[src/exec_pkg.sv]
`default_nettype none

package exec_pkg;

    // ------------------------------------------------------------------
    // Instruction encoding
    // ------------------------------------------------------------------
    localparam int          INSN_W          = 14;
    localparam int          DATA_W          = 8;
    localparam int          PC_W            = 13;
    localparam int          FADDR_W         = 7;
    localparam int          IMM_W           = 11;
    // Opcode of decrement-and-skip, bits 13:8.
    localparam logic [5:0]  OPC_DEC_SKIP    = 6'h0B;
    // Opcode of increment, bits 13:8.
    localparam logic [5:0]  OPC_INCR        = 6'h0A;
    // Opcode of the unconditional branch, bits 13:11.
    localparam logic [2:0]  OPC_BRANCH      = 3'h5;
    localparam int          DEST_BIT        = 7;
    localparam logic        DEST_ACC        = 1'h0;
    localparam logic        DEST_FILE       = 1'h1;
    // Latch bits copied into the upper program counter bits.
    localparam int          LATCH_HI        = 4;
    localparam int          LATCH_LO        = 3;
    localparam int          LATCH_W         = 5;

    // ------------------------------------------------------------------
    // Timing
    // ------------------------------------------------------------------
    localparam int          SKIP_CYCLES     = 2;
    localparam int          BRANCH_CYCLES   = 2;
    localparam int          PLAIN_CYCLES    = 1;

    // ------------------------------------------------------------------
    // Reset values
    // ------------------------------------------------------------------
    localparam logic [7:0]  ACC_RST         = 8'h00;
    localparam logic [12:0] PC_RST          = 13'h0000;

endpackage : exec_pkg

`default_nettype wire

[src/insn_decode.sv]
`timescale 1ns/1ps
`default_nettype none

// Pure decoder of the three instructions handled by the executor.
module insn_decode (
    input  wire logic [13:0] insn_i,
    output logic             is_dec_skip_o,
    output logic             is_incr_o,
    output logic             is_branch_o,
    output logic             dest_file_o,
    output logic [6:0]       faddr_o,
    output logic [10:0]      imm_o
);

    // Opcode match on the upper bits; the operand bits pass straight through.
    always_comb begin
        is_dec_skip_o = (insn_i[13:8] == exec_pkg::OPC_DEC_SKIP);
        is_incr_o     = (insn_i[13:8] == exec_pkg::OPC_INCR);
        is_branch_o   = (insn_i[13:11] == exec_pkg::OPC_BRANCH);
        dest_file_o   = insn_i[exec_pkg::DEST_BIT];
        faddr_o       = insn_i[6:0];
        imm_o         = insn_i[10:0];
    end

endmodule : insn_decode

`default_nettype wire

[src/decskip_branch_incr_exec.sv]
// What this block does
// - Decrement-and-skip decrements file register, flags unchanged.
// - Destination bit 0 selects accumulator, 1 file.
// - Zero decrement result flushes next instruction, two cycles.
// - Branch loads eleven-bit immediate into PC low.
// - Branch copies latch bits 4:3 to PC 12:11.
// - Branch always takes two cycles, flushing fetch.
// - Increment adds one, single cycle, updates zero.
`timescale 1ns/1ps
`default_nettype none

module decskip_branch_incr_exec (
    input  wire logic        mclk_i,
    input  wire logic        reset_i,
    input  wire logic        insn_valid_i,
    input  wire logic [13:0] insn_i,
    input  wire logic [7:0]  file_rdata_i,
    input  wire logic [4:0]  program_counter_high_latch_i,
    input  wire logic        zero_flag_i,
    output logic [6:0]       file_addr_o,
    output logic             file_we_o,
    output logic [7:0]       file_wdata_o,
    output logic             acc_we_o,
    output logic [7:0]       acc_o,
    output logic             zero_we_o,
    output logic             zero_flag_o,
    output logic             pc_load_o,
    output logic [12:0]      pc_o,
    output logic             flush_o,
    output logic             busy_o
);

    // ------------------------------------------------------------------
    // Decode
    // ------------------------------------------------------------------
    logic        is_dec_skip;
    logic        is_incr;
    logic        is_branch;
    logic        dest_file;
    logic [6:0]  faddr;
    logic [10:0] imm;

    insn_decode u_decode (
        .insn_i        (insn_i),
        .is_dec_skip_o (is_dec_skip),
        .is_incr_o     (is_incr),
        .is_branch_o   (is_branch),
        .dest_file_o   (dest_file),
        .faddr_o       (faddr),
        .imm_o         (imm)
    );

    // Read address is combinational so the register file answers in-cycle.
    // The write strobe trails this address by one cycle, so the register
    // file must keep the address of the taken slot for its write port.
    assign file_addr_o = faddr;

    // ------------------------------------------------------------------
    // Arithmetic
    // ------------------------------------------------------------------
    // Both results wrap modulo 256 by construction of the 8-bit width.
    function automatic logic [7:0] step(input logic [7:0] v, input logic up);
        step = up ? 8'(v + 8'h01) : 8'(v - 8'h01);
    endfunction : step

    logic       flush_r;
    logic       take;
    logic       do_dec;
    logic       do_inc;
    logic       do_br;
    logic [7:0] result;

    // An instruction in the flush slot is the discarded one and is ignored.
    always_comb begin
        take   = insn_valid_i && !flush_r;
        do_dec = take && is_dec_skip;
        do_inc = take && is_incr;
        do_br  = take && is_branch;
        result = step(file_rdata_i, is_incr);
    end

    // ------------------------------------------------------------------
    // Result write-back
    // ------------------------------------------------------------------
    // Destination steering; outputs are held in flops for clean timing.
    always_ff @(posedge mclk_i) begin
        if (reset_i) begin
            file_we_o    <= 1'b0;
            acc_we_o     <= 1'b0;
            file_wdata_o <= 8'h00;
            acc_o        <= exec_pkg::ACC_RST;
        end else begin
            file_we_o <= (do_dec || do_inc) && (dest_file == exec_pkg::DEST_FILE);
            acc_we_o  <= (do_dec || do_inc) && (dest_file == exec_pkg::DEST_ACC);
            if (do_dec || do_inc) begin
                file_wdata_o <= result;
                if (dest_file == exec_pkg::DEST_ACC) begin
                    acc_o <= result;
                end
            end
        end
    end

    // ------------------------------------------------------------------
    // Zero flag
    // ------------------------------------------------------------------
    // Only increment touches the flag; decrement-and-skip leaves it alone.
    always_ff @(posedge mclk_i) begin
        if (reset_i) begin
            zero_we_o   <= 1'b0;
            zero_flag_o <= 1'b0;
        end else begin
            zero_we_o <= do_inc;
            if (do_inc) begin
                zero_flag_o <= (result == 8'h00);
            end else begin
                zero_flag_o <= zero_flag_i;
            end
        end
    end

    // ------------------------------------------------------------------
    // Program counter and flush
    // ------------------------------------------------------------------
    // The target is assembled from the immediate and two latch bits.
    always_ff @(posedge mclk_i) begin
        if (reset_i) begin
            pc_load_o <= 1'b0;
            pc_o      <= exec_pkg::PC_RST;
        end else begin
            pc_load_o <= do_br;
            if (do_br) begin
                pc_o <= {program_counter_high_latch_i[exec_pkg::LATCH_HI:exec_pkg::LATCH_LO],
                         imm};
            end
        end
    end

    // A one-cycle flush turns the prefetched word into a no-operation,
    // which gives the second cycle of a taken skip and of every branch.
    always_ff @(posedge mclk_i) begin
        if (reset_i) begin
            flush_r <= 1'b0;
        end else begin
            flush_r <= do_br || (do_dec && (result == 8'h00));
        end
    end

    assign flush_o = flush_r;
    assign busy_o  = flush_r;

    // ------------------------------------------------------------------
    // Checks
    // ------------------------------------------------------------------
    AST_DEC_NO_FLAG: assert property (@(posedge mclk_i) disable iff (reset_i)
        do_dec |=> !zero_we_o)
        else $error("Decrement-and-skip wrote the zero flag.");

    AST_DEST_STEER: assert property (@(posedge mclk_i) disable iff (reset_i)
        (do_dec || do_inc) |=> (file_we_o == $past(dest_file)) && (acc_we_o != file_we_o))
        else $error("Result steered to the wrong destination.");

    AST_SKIP_ZERO: assert property (@(posedge mclk_i) disable iff (reset_i)
        (do_dec && file_rdata_i == 8'h01) |=> flush_o ##1 !flush_o)
        else $error("Zero decrement did not flush exactly one slot.");

    AST_NO_SKIP: assert property (@(posedge mclk_i) disable iff (reset_i)
        (do_dec && file_rdata_i != 8'h01) |=> !flush_o)
        else $error("Nonzero decrement flushed the next slot.");

    AST_BR_LOW: assert property (@(posedge mclk_i) disable iff (reset_i)
        do_br |=> pc_load_o && pc_o[10:0] == $past(insn_i[10:0]))
        else $error("Branch immediate not loaded into low counter bits.");

    AST_BR_HIGH: assert property (@(posedge mclk_i) disable iff (reset_i)
        do_br |=> pc_o[12:11] == $past(program_counter_high_latch_i[4:3]))
        else $error("Branch upper counter bits not taken from latch.");

    AST_BR_TWO: assert property (@(posedge mclk_i) disable iff (reset_i)
        do_br |=> flush_o && pc_load_o ##1 !flush_o && !pc_load_o)
        else $error("Branch did not occupy two cycles.");

    AST_INC_ZERO: assert property (@(posedge mclk_i) disable iff (reset_i)
        do_inc |=> zero_we_o && zero_flag_o == ($past(file_rdata_i) == 8'hFF))
        else $error("Increment zero flag wrong.");

    AST_INC_ONE: assert property (@(posedge mclk_i) disable iff (reset_i)
        do_inc |=> !flush_o)
        else $error("Increment took more than one cycle.");

    // ------------------------------------------------------------------
    // Hold, slot and result checks
    // ------------------------------------------------------------------
    // A discarded slot must leave no trace on any strobe.
    AST_FLUSH_IGNORE: assert property (@(posedge mclk_i) disable iff (reset_i)
        flush_o |=> !file_we_o && !acc_we_o && !zero_we_o && !pc_load_o)
        else $error("Discarded slot produced a strobe.");

    // Only one slot is ever discarded, so a flush never repeats.
    AST_FLUSH_ONE: assert property (@(posedge mclk_i) disable iff (reset_i)
        flush_o |=> !flush_o)
        else $error("Flush lasted more than one slot.");

    // The decrement result wraps modulo 256.
    AST_DEC_RESULT: assert property (@(posedge mclk_i) disable iff (reset_i)
        do_dec |=> file_wdata_o == 8'($past(file_rdata_i) - 8'h01))
        else $error("Decrement result wrong.");

    // The increment result wraps modulo 256.
    AST_INC_RESULT: assert property (@(posedge mclk_i) disable iff (reset_i)
        do_inc |=> file_wdata_o == 8'($past(file_rdata_i) + 8'h01))
        else $error("Increment result wrong.");

    // Without an increment the flag is only passed through, one cycle late.
    AST_ZERO_MIRROR: assert property (@(posedge mclk_i) disable iff (reset_i)
        !do_inc |=> zero_flag_o == $past(zero_flag_i))
        else $error("Zero flag changed without an increment.");

    // The branch target holds until the next branch is taken.
    AST_PC_HOLD: assert property (@(posedge mclk_i) disable iff (reset_i)
        !do_br |=> $stable(pc_o))
        else $error("Counter target moved without a branch.");

    // The accumulator changes only when a result is steered to it.
    AST_ACC_HOLD: assert property (@(posedge mclk_i) disable iff (reset_i)
        !((do_dec || do_inc) && dest_file == exec_pkg::DEST_ACC) |=> $stable(acc_o))
        else $error("Accumulator changed without a steered result.");

endmodule : decskip_branch_incr_exec

`default_nettype wire

[config.mk]
export PLATFORM = sky130hd
export DESIGN_NAME = decskip_branch_incr_exec
export DESIGN_NICKNAME = d
export VERILOG_FILES = /design/src/exec_pkg.sv /design/src/insn_decode.sv /design/src/decskip_branch_incr_exec.sv
export SDC_FILE = /design/constraint.sdc
export NUM_CORES = 1
export LEC_CHECK = 0
export BUFFER_PORTS_ARGS = -buffer_cell sky130_fd_sc_hd__clkbuf_2
export CAP_MARGIN = 25
export CORE_ASPECT_RATIO = 0.5
export CORE_UTILIZATION = 49
export CTS_BUF_LIST = sky130_fd_sc_hd__clkbuf_2
export DETAILED_ROUTE_END_ITERATION = 6
export PLACE_DENSITY = 0.9
export SYNTH_ARGS = -nofsm -noshare
export SYNTH_HDL_FRONTEND = slang
export SYNTH_SLANG_ARGS = --single-unit
[constraint.sdc]
create_clock -name mclk_i -period 3.5 [get_ports mclk_i]
set_input_delay 0.35 -clock mclk_i [delete_from_list [all_inputs] [get_ports mclk_i]]
set_output_delay 0.35 -clock mclk_i [all_outputs]
set_load 0.01 [all_outputs]
* Word level (Yosys, flattened, before mapping)
Index checks and enable logic that the tools add are counted.
** Operators by class
- $add $sub $neg :: 2
- Equal/unequal tests :: 3
- Multiplexer cells :: 2
- Bitwise gates (word level) :: 1
- Reductions and logical operators :: 12
** Operators with widths (count)
- 6-bit by 4-bit == test with 1-bit output (second input constant) :: 2
- 8-bit by 1-bit adder with 8-bit output (second input constant) :: 1
- 8-bit zero test :: 1
- 8-bit 2-to-1 mux :: 1
- 8-bit by 1-bit subtractor with 8-bit output (second input constant) :: 1
- 1-bit logical AND :: 7
- 3-bit == test (second input constant) :: 1
- 1-bit logical OR :: 2
- 2-bit AND reduction :: 1
- 1-bit zero test :: 1
- 1-bit 2-to-1 mux :: 1
- 1-bit NOT :: 1
** Storage, ports and cells
- Bits in registers :: 35
- Input port bits :: 31
- Output and inout bits :: 43
- Word-level logic and storage cells :: 29

* Depth between registers and ports, before layout
Gate-level depths: netlist of run 1.
- Depth in word-level cells :: 5
- Gate-level depth with buffers :: 9
- Gate-level depth less buffers :: 8

* Modules after synthesis
From an unflattened synthesis of run 1, not the netlist that was laid out.
** Unflattened totals
- Cell total of the unflattened synthesis :: 216
- Area, all modules :: 1764.2 um^2
** Modules (own cells, without submodules)
- decskip_branch_incr_exec :: times used 1, cells each 192, area an instance 1581.5 um^2, seq. area each 700.7 um^2
- insn_decode :: times used 1, cells each 24, area an instance 182.7 um^2, seq. area each 0.0 um^2

* Worst setup path after synthesis of run 1
No wires, ideal clock.
- Path type :: input -> register
- From :: input insn_i[10]
- To :: register flush_r, in the netlist busy_o
- Setup time :: 87 ps
- Arrival time :: 2677 ps
- Required time :: 3413 ps
- Path slack :: 736 ps
- Cell stages on the path :: 9
- Path buffers :: 1
- Cells stage by stage :: nor3b_1 -> nand2_1 -> ha_1 -> clkbuf_1 -> nand2_1 -> nor4b_1 -> o211ai_1 -> a2111o_1 -> o31ai_1
** Between the ends
- Word-level cells in the longest chain between the ends :: 5
- Elaborated cells on any way between the ends :: 7
- Classes of those cells :: 2 x eq/ne; 1 x mux; 4 x reduce/logical
** RTL lines
- start, declared :: line decskip_branch_incr_exec.sv:16 : input wire logic [13:0] insn_i,
- 6-bit by 4-bit == test with 1-bit output :: line insn_decode.sv:18 : is_incr_o = (insn_i[13:8] == exec_pkg::OPC_INCR);
- 8-bit 2-to-1 mux :: line decskip_branch_incr_exec.sv:63 : step = up ? 8'(v + 8'h01) : 8'(v - 8'h01);
- 8-bit zero test :: line decskip_branch_incr_exec.sv:145 : flush_r <= do_br || (do_dec && (result == 8'h00));
- 1-bit logical AND (*) :: line decskip_branch_incr_exec.sv:145
- 1-bit logical OR (*) :: line decskip_branch_incr_exec.sv:145
- end signal, assigned :: line decskip_branch_incr_exec.sv:145
- end, declared :: line decskip_branch_incr_exec.sv:66 : logic flush_r;
Mark *: on every way between the ends. The rest lies on a longest branch, timed or not.
A chain may end at the register's enable or synchronous reset.

* Worst setup path in the final report of run 1
- From :: input insn_i[10]
- To :: register zero_flag_o
** Between the ends
- Word-level cells in the longest chain between the ends :: 4
- Elaborated cells on any way between the ends :: 5
- Classes of those cells :: 1 x eq/ne; 2 x mux; 2 x reduce/logical
** RTL lines
- 6-bit by 4-bit == test with 1-bit output (*) :: line insn_decode.sv:18
- 8-bit 2-to-1 mux :: line decskip_branch_incr_exec.sv:63
- 8-bit zero test :: line decskip_branch_incr_exec.sv:115 : zero_flag_o <= (result == 8'h00);
- 1-bit 2-to-1 mux (*) :: line decskip_branch_incr_exec.sv:114 : if (do_inc) begin
- end signal, assigned :: line decskip_branch_incr_exec.sv:115
- end signal, assigned :: line decskip_branch_incr_exec.sv:117 : zero_flag_o <= zero_flag_i;
- end, declared :: line decskip_branch_incr_exec.sv:26 : output logic zero_flag_o,
Marked as above.

==> reports/qor.yml, run 1 <==
outcome:
  outcome: "complete, but fails checks"
  violations: "DRC"
setup_path:
  r2r-start: "busy_o$_SDFF_PP0_"
  path_delay_family: "compound AO/OA/AOI/OAI gates"
  end_kind: "flop"
  worstPathCellList: "clkbuf_2, nor3b_1, nand2_1, ha_1, a211oi_1, nor4b_1, a211o_1, a2111o_1, o31ai_1"
  crit_cells: 9
  arrival_ps: 3000
  cp-start-kind: "input port"
  cpPeakStageDelay_ps: 450
  critPathKind: "input port to flop"
  crit_end: "zero_flag_o$_SDFF_PP0_"
  timing.critical_path.required_ps: 3800
  startpoint: "insn_i[10]"
  r2r_slack_ps: 1360
  crit_buf_inv: 1
  cp_slowest_cell: "a2111o_1"
  cp_max_fo: 7
  r2r-end: "acc_o[0]$_SDFFE_PP0P_"
  rr_worst_depth: 5
sta:
  min_period_over_period: 0.772
  hold_viol: 0
  rsz0062_at_grt: "false"
  fin_setup_tns_ps: 0
  clock.fmax_mhz: 370
  setup_viol: 0
  tightest_slew_ps: 679
  drv_slew: 0
  slew_headroom: 0.547
  post-route-min-period_ps: 2700
  clock_skew_ps: 15.6
route:
  vias: 1640
  wirelength_mm: 4.05
  drc_errors: 5
  dr.first_iter.drc_count: 68
  wire_per_inst_um: 13.4
  drt-pass1-iter-count: 7
  viasPerCell: 5.41
  antenna_left: 0
grt:
  grt_max_degree: 36
  grt_pass1_vias: 1471
  use_met1: 0.270
  grt.met2_usage: 0.397
  grt_pass1_wl_mm: 6.46
  grt_usage: 0.229
  antenna_found_initial: 0
  met3_usage: 0.0724
  gr-max-usage-layer: "met2"
  grt-ovfl-total: 0
floorplanning:
  initial_utilization: 0.536
  rows: 14
  die_area_um2: 3680
  dieHeight_um: 43.4
  core_area_um2: 3140
  io_pins: 74
  die-width_um: 84.8
cells_and_area:
  areaGrowthSynthToFinish_pct: 23.6
  nets: 302
  drive_above_1_share: 0.323
  fill_cells: 272
  n_antenna_cell: 0
logic_synthesis:
  yosysTopAreaCellShare: 0.417
  postSynthAreaPerCell_um2: 8.32
  ys_ff_latch: 35
  syn-num-nets: 241
  synthFlopType: "dfxtp_1"
  synth_top_cell_by_area: "dfxtp_1"
  synthTopCellsByArea: "dfxtp_1, a21oi_1, nand2_1, ha_1, nand3_1"
  synth-edff-count: 0
  syn-cell-area_um2: 1680
  synth_cell_types: 36
  synth_commonest_cells: "dfxtp_1, nand2_1, a21oi_1, nor2_1, nand3_1"
  yosysMostFrequentCell: "dfxtp_1"
  synth-async-reset-ratio: 0
  yosysSeqAreaShare: 0.417
  yosysWarnings: 0
  syn_inst: 202
clocking:
  cts_tree: "built"
  clk_latency_ps: 370
  cts_root_buf: "clkbuf_2"
  htree_levels: 2
  post-cts-setup-buffers: 0
  clock-sinks: 35
  clockBufferDepth: 2
  numCtsBuffers: 5
  ctsHoldBuffers: 0
  clk_pin_slew_ps: 170
  cts_resized: 0
worst_hold_path:
  hp-class: "input port to flop"
placed_design:
  port_buffers: 70
  gp_congestion: 0.875
  dp_hpwl_mm: 2.96
power:
  peakVddDrop_uv: 147
  power_density_nw_per_um2: 370
  p_leak_nw: 0.923
  power_uw: 769
run:
  drv_cap: 0
registers in the layout, summed over array words and instances (netlist names):
register and cells:
busy_o 1, pc_load_o 1, zero_flag_o 1, file_we_o 1, file_wdata_o 8, pc_o 13, acc_o 8, acc_we_o 1
zero_we_o 1
where the power goes:
part	internal [mW]	switching, mW
sequential	0.404	0.00269
clock	0.121	0.129
combinational	0.0459	0.0660
total	0.571	0.198
placed cells by master, fill, tap and decap left out, types with 2 or more instances in the layout:
cell      Yosys  layout
clkbuf_2      0      76
dfxtp_1      35      35
nand2_1      29      29
a21oi_1      24      24
nor2_1       19      19
nand3_1      16      16
ha_1          7       7
nor3b_1       5       5
a211oi_1      5       5
o21ai_0       5       5
mux2i_1       4       4
inv_1         3       3
buf_4         8       3
or4b_2        2       2
o211ai_1      2       2
xor2_1        2       2
or2_2         2       2
or3b_1        2       2
nand4_1       2       2
nand3b_1      2       2
o31ai_1       2       2
worst min path at each step:
stage | start | to | slack, ps | depth (start not counted)
2_1_floorplan | insn_i[7] | acc_we_o$_SDFF_PP0_ | 430 | 1
4_1_cts | insn_i[7] | acc_we_o$_SDFF_PP0_ | 160 | 2
3_5_place_dp | pc_o[4]$_SDFFE_PP0P_ | pc_o[4]$_SDFFE_PP0P_ | 450 | 2
3_3_place_gp | pc_o[3]$_SDFFE_PP0P_ | pc_o[3]$_SDFFE_PP0P_ | 440 | 2
5_1_grt | insn_i[7] | acc_we_o$_SDFF_PP0_ | 170 | 2
6_report | insn_i[7] | acc_we_o$_SDFF_PP0_ | 180 | 2
cell families (layout without fill, tap and decap cells):
kind of cell               count (synthesis)  in the layout  share of synthesized area
muxes                                      4              4                     0.0238
and+or+nand+nor                           87             87                      0.259
DFF                                       35             35                      0.417
buffers and inverters                     22             83                     0.0670
xor gates and xnor gates                   3              3                     0.0156
AOI/OAI and AO/OA                         43             43                      0.153
adders and majority gates                  8              8                     0.0640
metrics by stage:
step	hold slack [ps]	area, um^2	setup WS, ps	instances	utilization
CTS	155	2080	840	303	0.662
floorplan	429	1680	736	202	-
global route	168	2080	514	303	0.662
detailed placement	446	2020	424	296	0.643
finish	176	2080	797	303	0.662
global placement	441	2020	537	296	0.643
final cells by class:
class	instances	area, um^2	share of cell area
Timing Repair Buffer	73	373	0.180
Clock inverter	1	30.0	0.0145
Tap cell	40	50.0	0.0241
Inverter	3	11.3	0.00542
Multi-Input combinational cell	145	882	0.425
Clock buffer	6	30.0	0.0145
Sequential cell	35	701	0.337
per-layer routing:
layer  vias up  part of all wire
met5         -                 0
met4         0             0.013
met3         7             0.055
met2        57              0.49
met1       748              0.44
li1        828                 -
(Power assumes the default switching activity.)
==> inputs of run 2 (changes only) <==
--- a/config.mk
+++ b/config.mk
@@ -8,10 +8,10 @@
 export BUFFER_PORTS_ARGS = -buffer_cell sky130_fd_sc_hd__clkbuf_2
 export CAP_MARGIN = 25
 export CORE_ASPECT_RATIO = 0.5
-export CORE_UTILIZATION = 49
+export CORE_UTILIZATION = 44
 export CTS_BUF_LIST = sky130_fd_sc_hd__clkbuf_2
 export DETAILED_ROUTE_END_ITERATION = 6
-export PLACE_DENSITY = 0.9
+export PLACE_DENSITY = 0.86
 export SYNTH_ARGS = -nofsm -noshare
 export SYNTH_HDL_FRONTEND = slang
 export SYNTH_SLANG_ARGS = --single-unit
==> constraint.sdc (replaced) <==
create_clock -name mclk_i -period 2.3 [get_ports mclk_i]
set_input_delay 0.23 -clock mclk_i [delete_from_list [all_inputs] [get_ports mclk_i]]
set_output_delay 0.23 -clock mclk_i [all_outputs]
set_load 0.01 [all_outputs]
==> reports/qor.yml, run 2 (synthesis gave the netlist of run 1 again) <==
outcome:
  outcome: "completed"
power:
  combPwrFrac: 0.176  # +0.030
  pwr-share-clk: 0.315  # -0.010
  p_switching_uw: 321  # +62%
  seqPwrFrac: 0.509  # -0.020
  power_density_nw_per_um2: 529  # +43%
  swShare: 0.264  # +0.00613
  peakVddDrop_uv: 373  # +150%
  intPower_uw: 896  # +57%
  p_leak_nw: 1.04  # +12%
sta:
  fin_setup_tns_ps: 0  # unchanged
  drv_slew: 0  # unchanged
  clock.fmax_mhz: 452
  min_period_over_period: 0.962
  slew_headroom: 0.549  # +0.00164
  clock_skew_ps: 17.8  # +2.16 ps
  setup_viol: 0  # unchanged
  hold_viol: 0  # unchanged
  rsz0062_at_grt: "false"
  post-route-min-period_ps: 2210
  tightest_slew_ps: 674  # -4.95 ps
setup_path:
  critPathKind: "input port to flop"
  end_kind: "flop"
  timing.critical_path.required_ps: 2580  # -1220 ps
  arrival_ps: 2490  # -510 ps
  cp-start-kind: "input port"
  cp_max_fo: 7  # unchanged
route:
  antenna_left: 0  # unchanged
  wirelength_mm: 4.50  # +11%
  wire_per_inst_um: 13.4  # about the same
  drt-pass1-iter-count: 4  # -3
  dr.first_iter.drc_count: 54  # -21%
  drc_errors: 0  # -5
  viasPerCell: 5.16  # -4.6%
  vias: 1740  # +6.1%
placed_design:
  port_buffers: 70  # unchanged
  gp_congestion: 0.916  # +4.7%
  dp_hpwl_mm: 3.54  # +20%
cells_and_area:
  drive_above_1_share: 0.402  # +0.0789
  largest_reg_flops: 13  # unchanged
  mostFrequentLayoutCells: "clkbuf_2, dfxtp_1, nand2_1"
  nets: 324  # +7.3%
  areaGrowthSynthToFinish_pct: 36.9
  postLayoutCoreUtil: 0.649  # -0.0137
  final_common_cell: "clkbuf_2"
  n_antenna_cell: 0  # unchanged
  top_register: "pc_o"
  reg.largest.list: "pc_o (13), acc_o (8), file_wdata_o (8)"
grt:
  grt_pass1_wl_mm: 6.69  # +3.5%
  antenna_found_initial: 0  # unchanged
  grt_pass1_vias: 1534  # +4.3%
  grt-ovfl-total: 0  # unchanged
  grt_max_degree: 35  # -2.8%
  grt_usage: 0.227  # -0.00284
clocking:
  numCtsBuffers: 5  # unchanged
  cts_tree: "built"
  clk_latency_ps: 370  # about the same
  clk_pin_slew_ps: 190  # +20 ps
  clockBufferDepth: 2  # unchanged
  cts_root_buf: "clkbuf_2"
  clock-sinks: 35  # unchanged
  htree_levels: 2  # unchanged
  ctsHoldBuffers: 0  # unchanged
floorplanning:
  initial_utilization: 0.474  # -0.0622
  dieHeight_um: 45.7  # +5.3%
  core_area_um2: 3550  # +13%
  io_pins: 74  # unchanged
  die-width_um: 89.4  # +5.4%
  rows: 15  # +1
  die_area_um2: 4090  # +11%
worst_hold_path:
  hp-class: "input port to flop"
run:
  drv_cap: 0  # unchanged
==> run 2: final cells by class <==
class	count	area [um^2]
fill	301	1250
multi-input combinational	145	923
sequential	35	701
timing repair buffer	95	538
tap	51	63.8
clock inverter	3	38.8
clock buffer	5	25.0
inverter	3	11.3
==> run 2: repair_timing <==
action / CTS / global route
resized for setup: 0 / 2
setup buffers: 0 / 0
endpoints found under the setup margin: 0 / 1
==> run 2: worst paths after layout <==
kind,to,depth (start not counted),slack [ps],start
worst max register to register,acc_o[2]$_SDFFE_PP0P_,5,470,busy_o$_SDFF_PP0_
worst min-delay path,pc_o[11]$_SDFFE_PP0P_,3,60,program_counter_high_latch_i[3]
worst min register to register,pc_o[2]$_SDFFE_PP0P_,2,470,pc_o[2]$_SDFFE_PP0P_
worst max-delay path,busy_o$_SDFF_PP0_,9,90,insn_i[13]
==> run 2: critical path: stages <==
cell      delay, ps
clkbuf_2        110
nor3b_4         250
nand2_2         190
ha_1            380
o21ai_1         270
nor4b_2         100
a211o_1         250
a2111o_1        450
o31ai_1         260
==> run 2: power by group through the flow <==
| stage | clock network, mW | registers, mW | logic (mW) |
|---|---|---|---|
| floorplan | 0 | 0.636 | 0.106 |
| global placement | 0 | 0.632 | 0.202 |
| detailed placement | 0 | 0.632 | 0.210 |
| CTS | 0.393 | 0.620 | 0.212 |
| global route | 0.421 | 0.621 | 0.235 |
| finish | 0.383 | 0.620 | 0.214 |
==> run 2: layer usage <==
layer  wire length [um]  part of all wire  track usage  up-vias
met1               1970              0.44        0.249      805
met5                  0                 0            0        -
li1                   -                 -            -      868
met4                 64             0.014       0.0889        0
met2               2250              0.50        0.426       59
met3                217             0.048       0.0634        8
==> run 2: stage by stage <==
stage	setup slack (ps)	hold slack [ps]	power, mW	instance area (um^2)	std cells
after floorplan	26.5	309	0.742	1720	202
after global placement	-162	442	0.834	2230	329
after detailed placement	-303	449	0.842	2230	329
after CTS	93.4	45.4	1.22	2290	337
after global routing	2.95	29.3	1.28	2300	337
final	86.9	60.2	1.22	2300	337
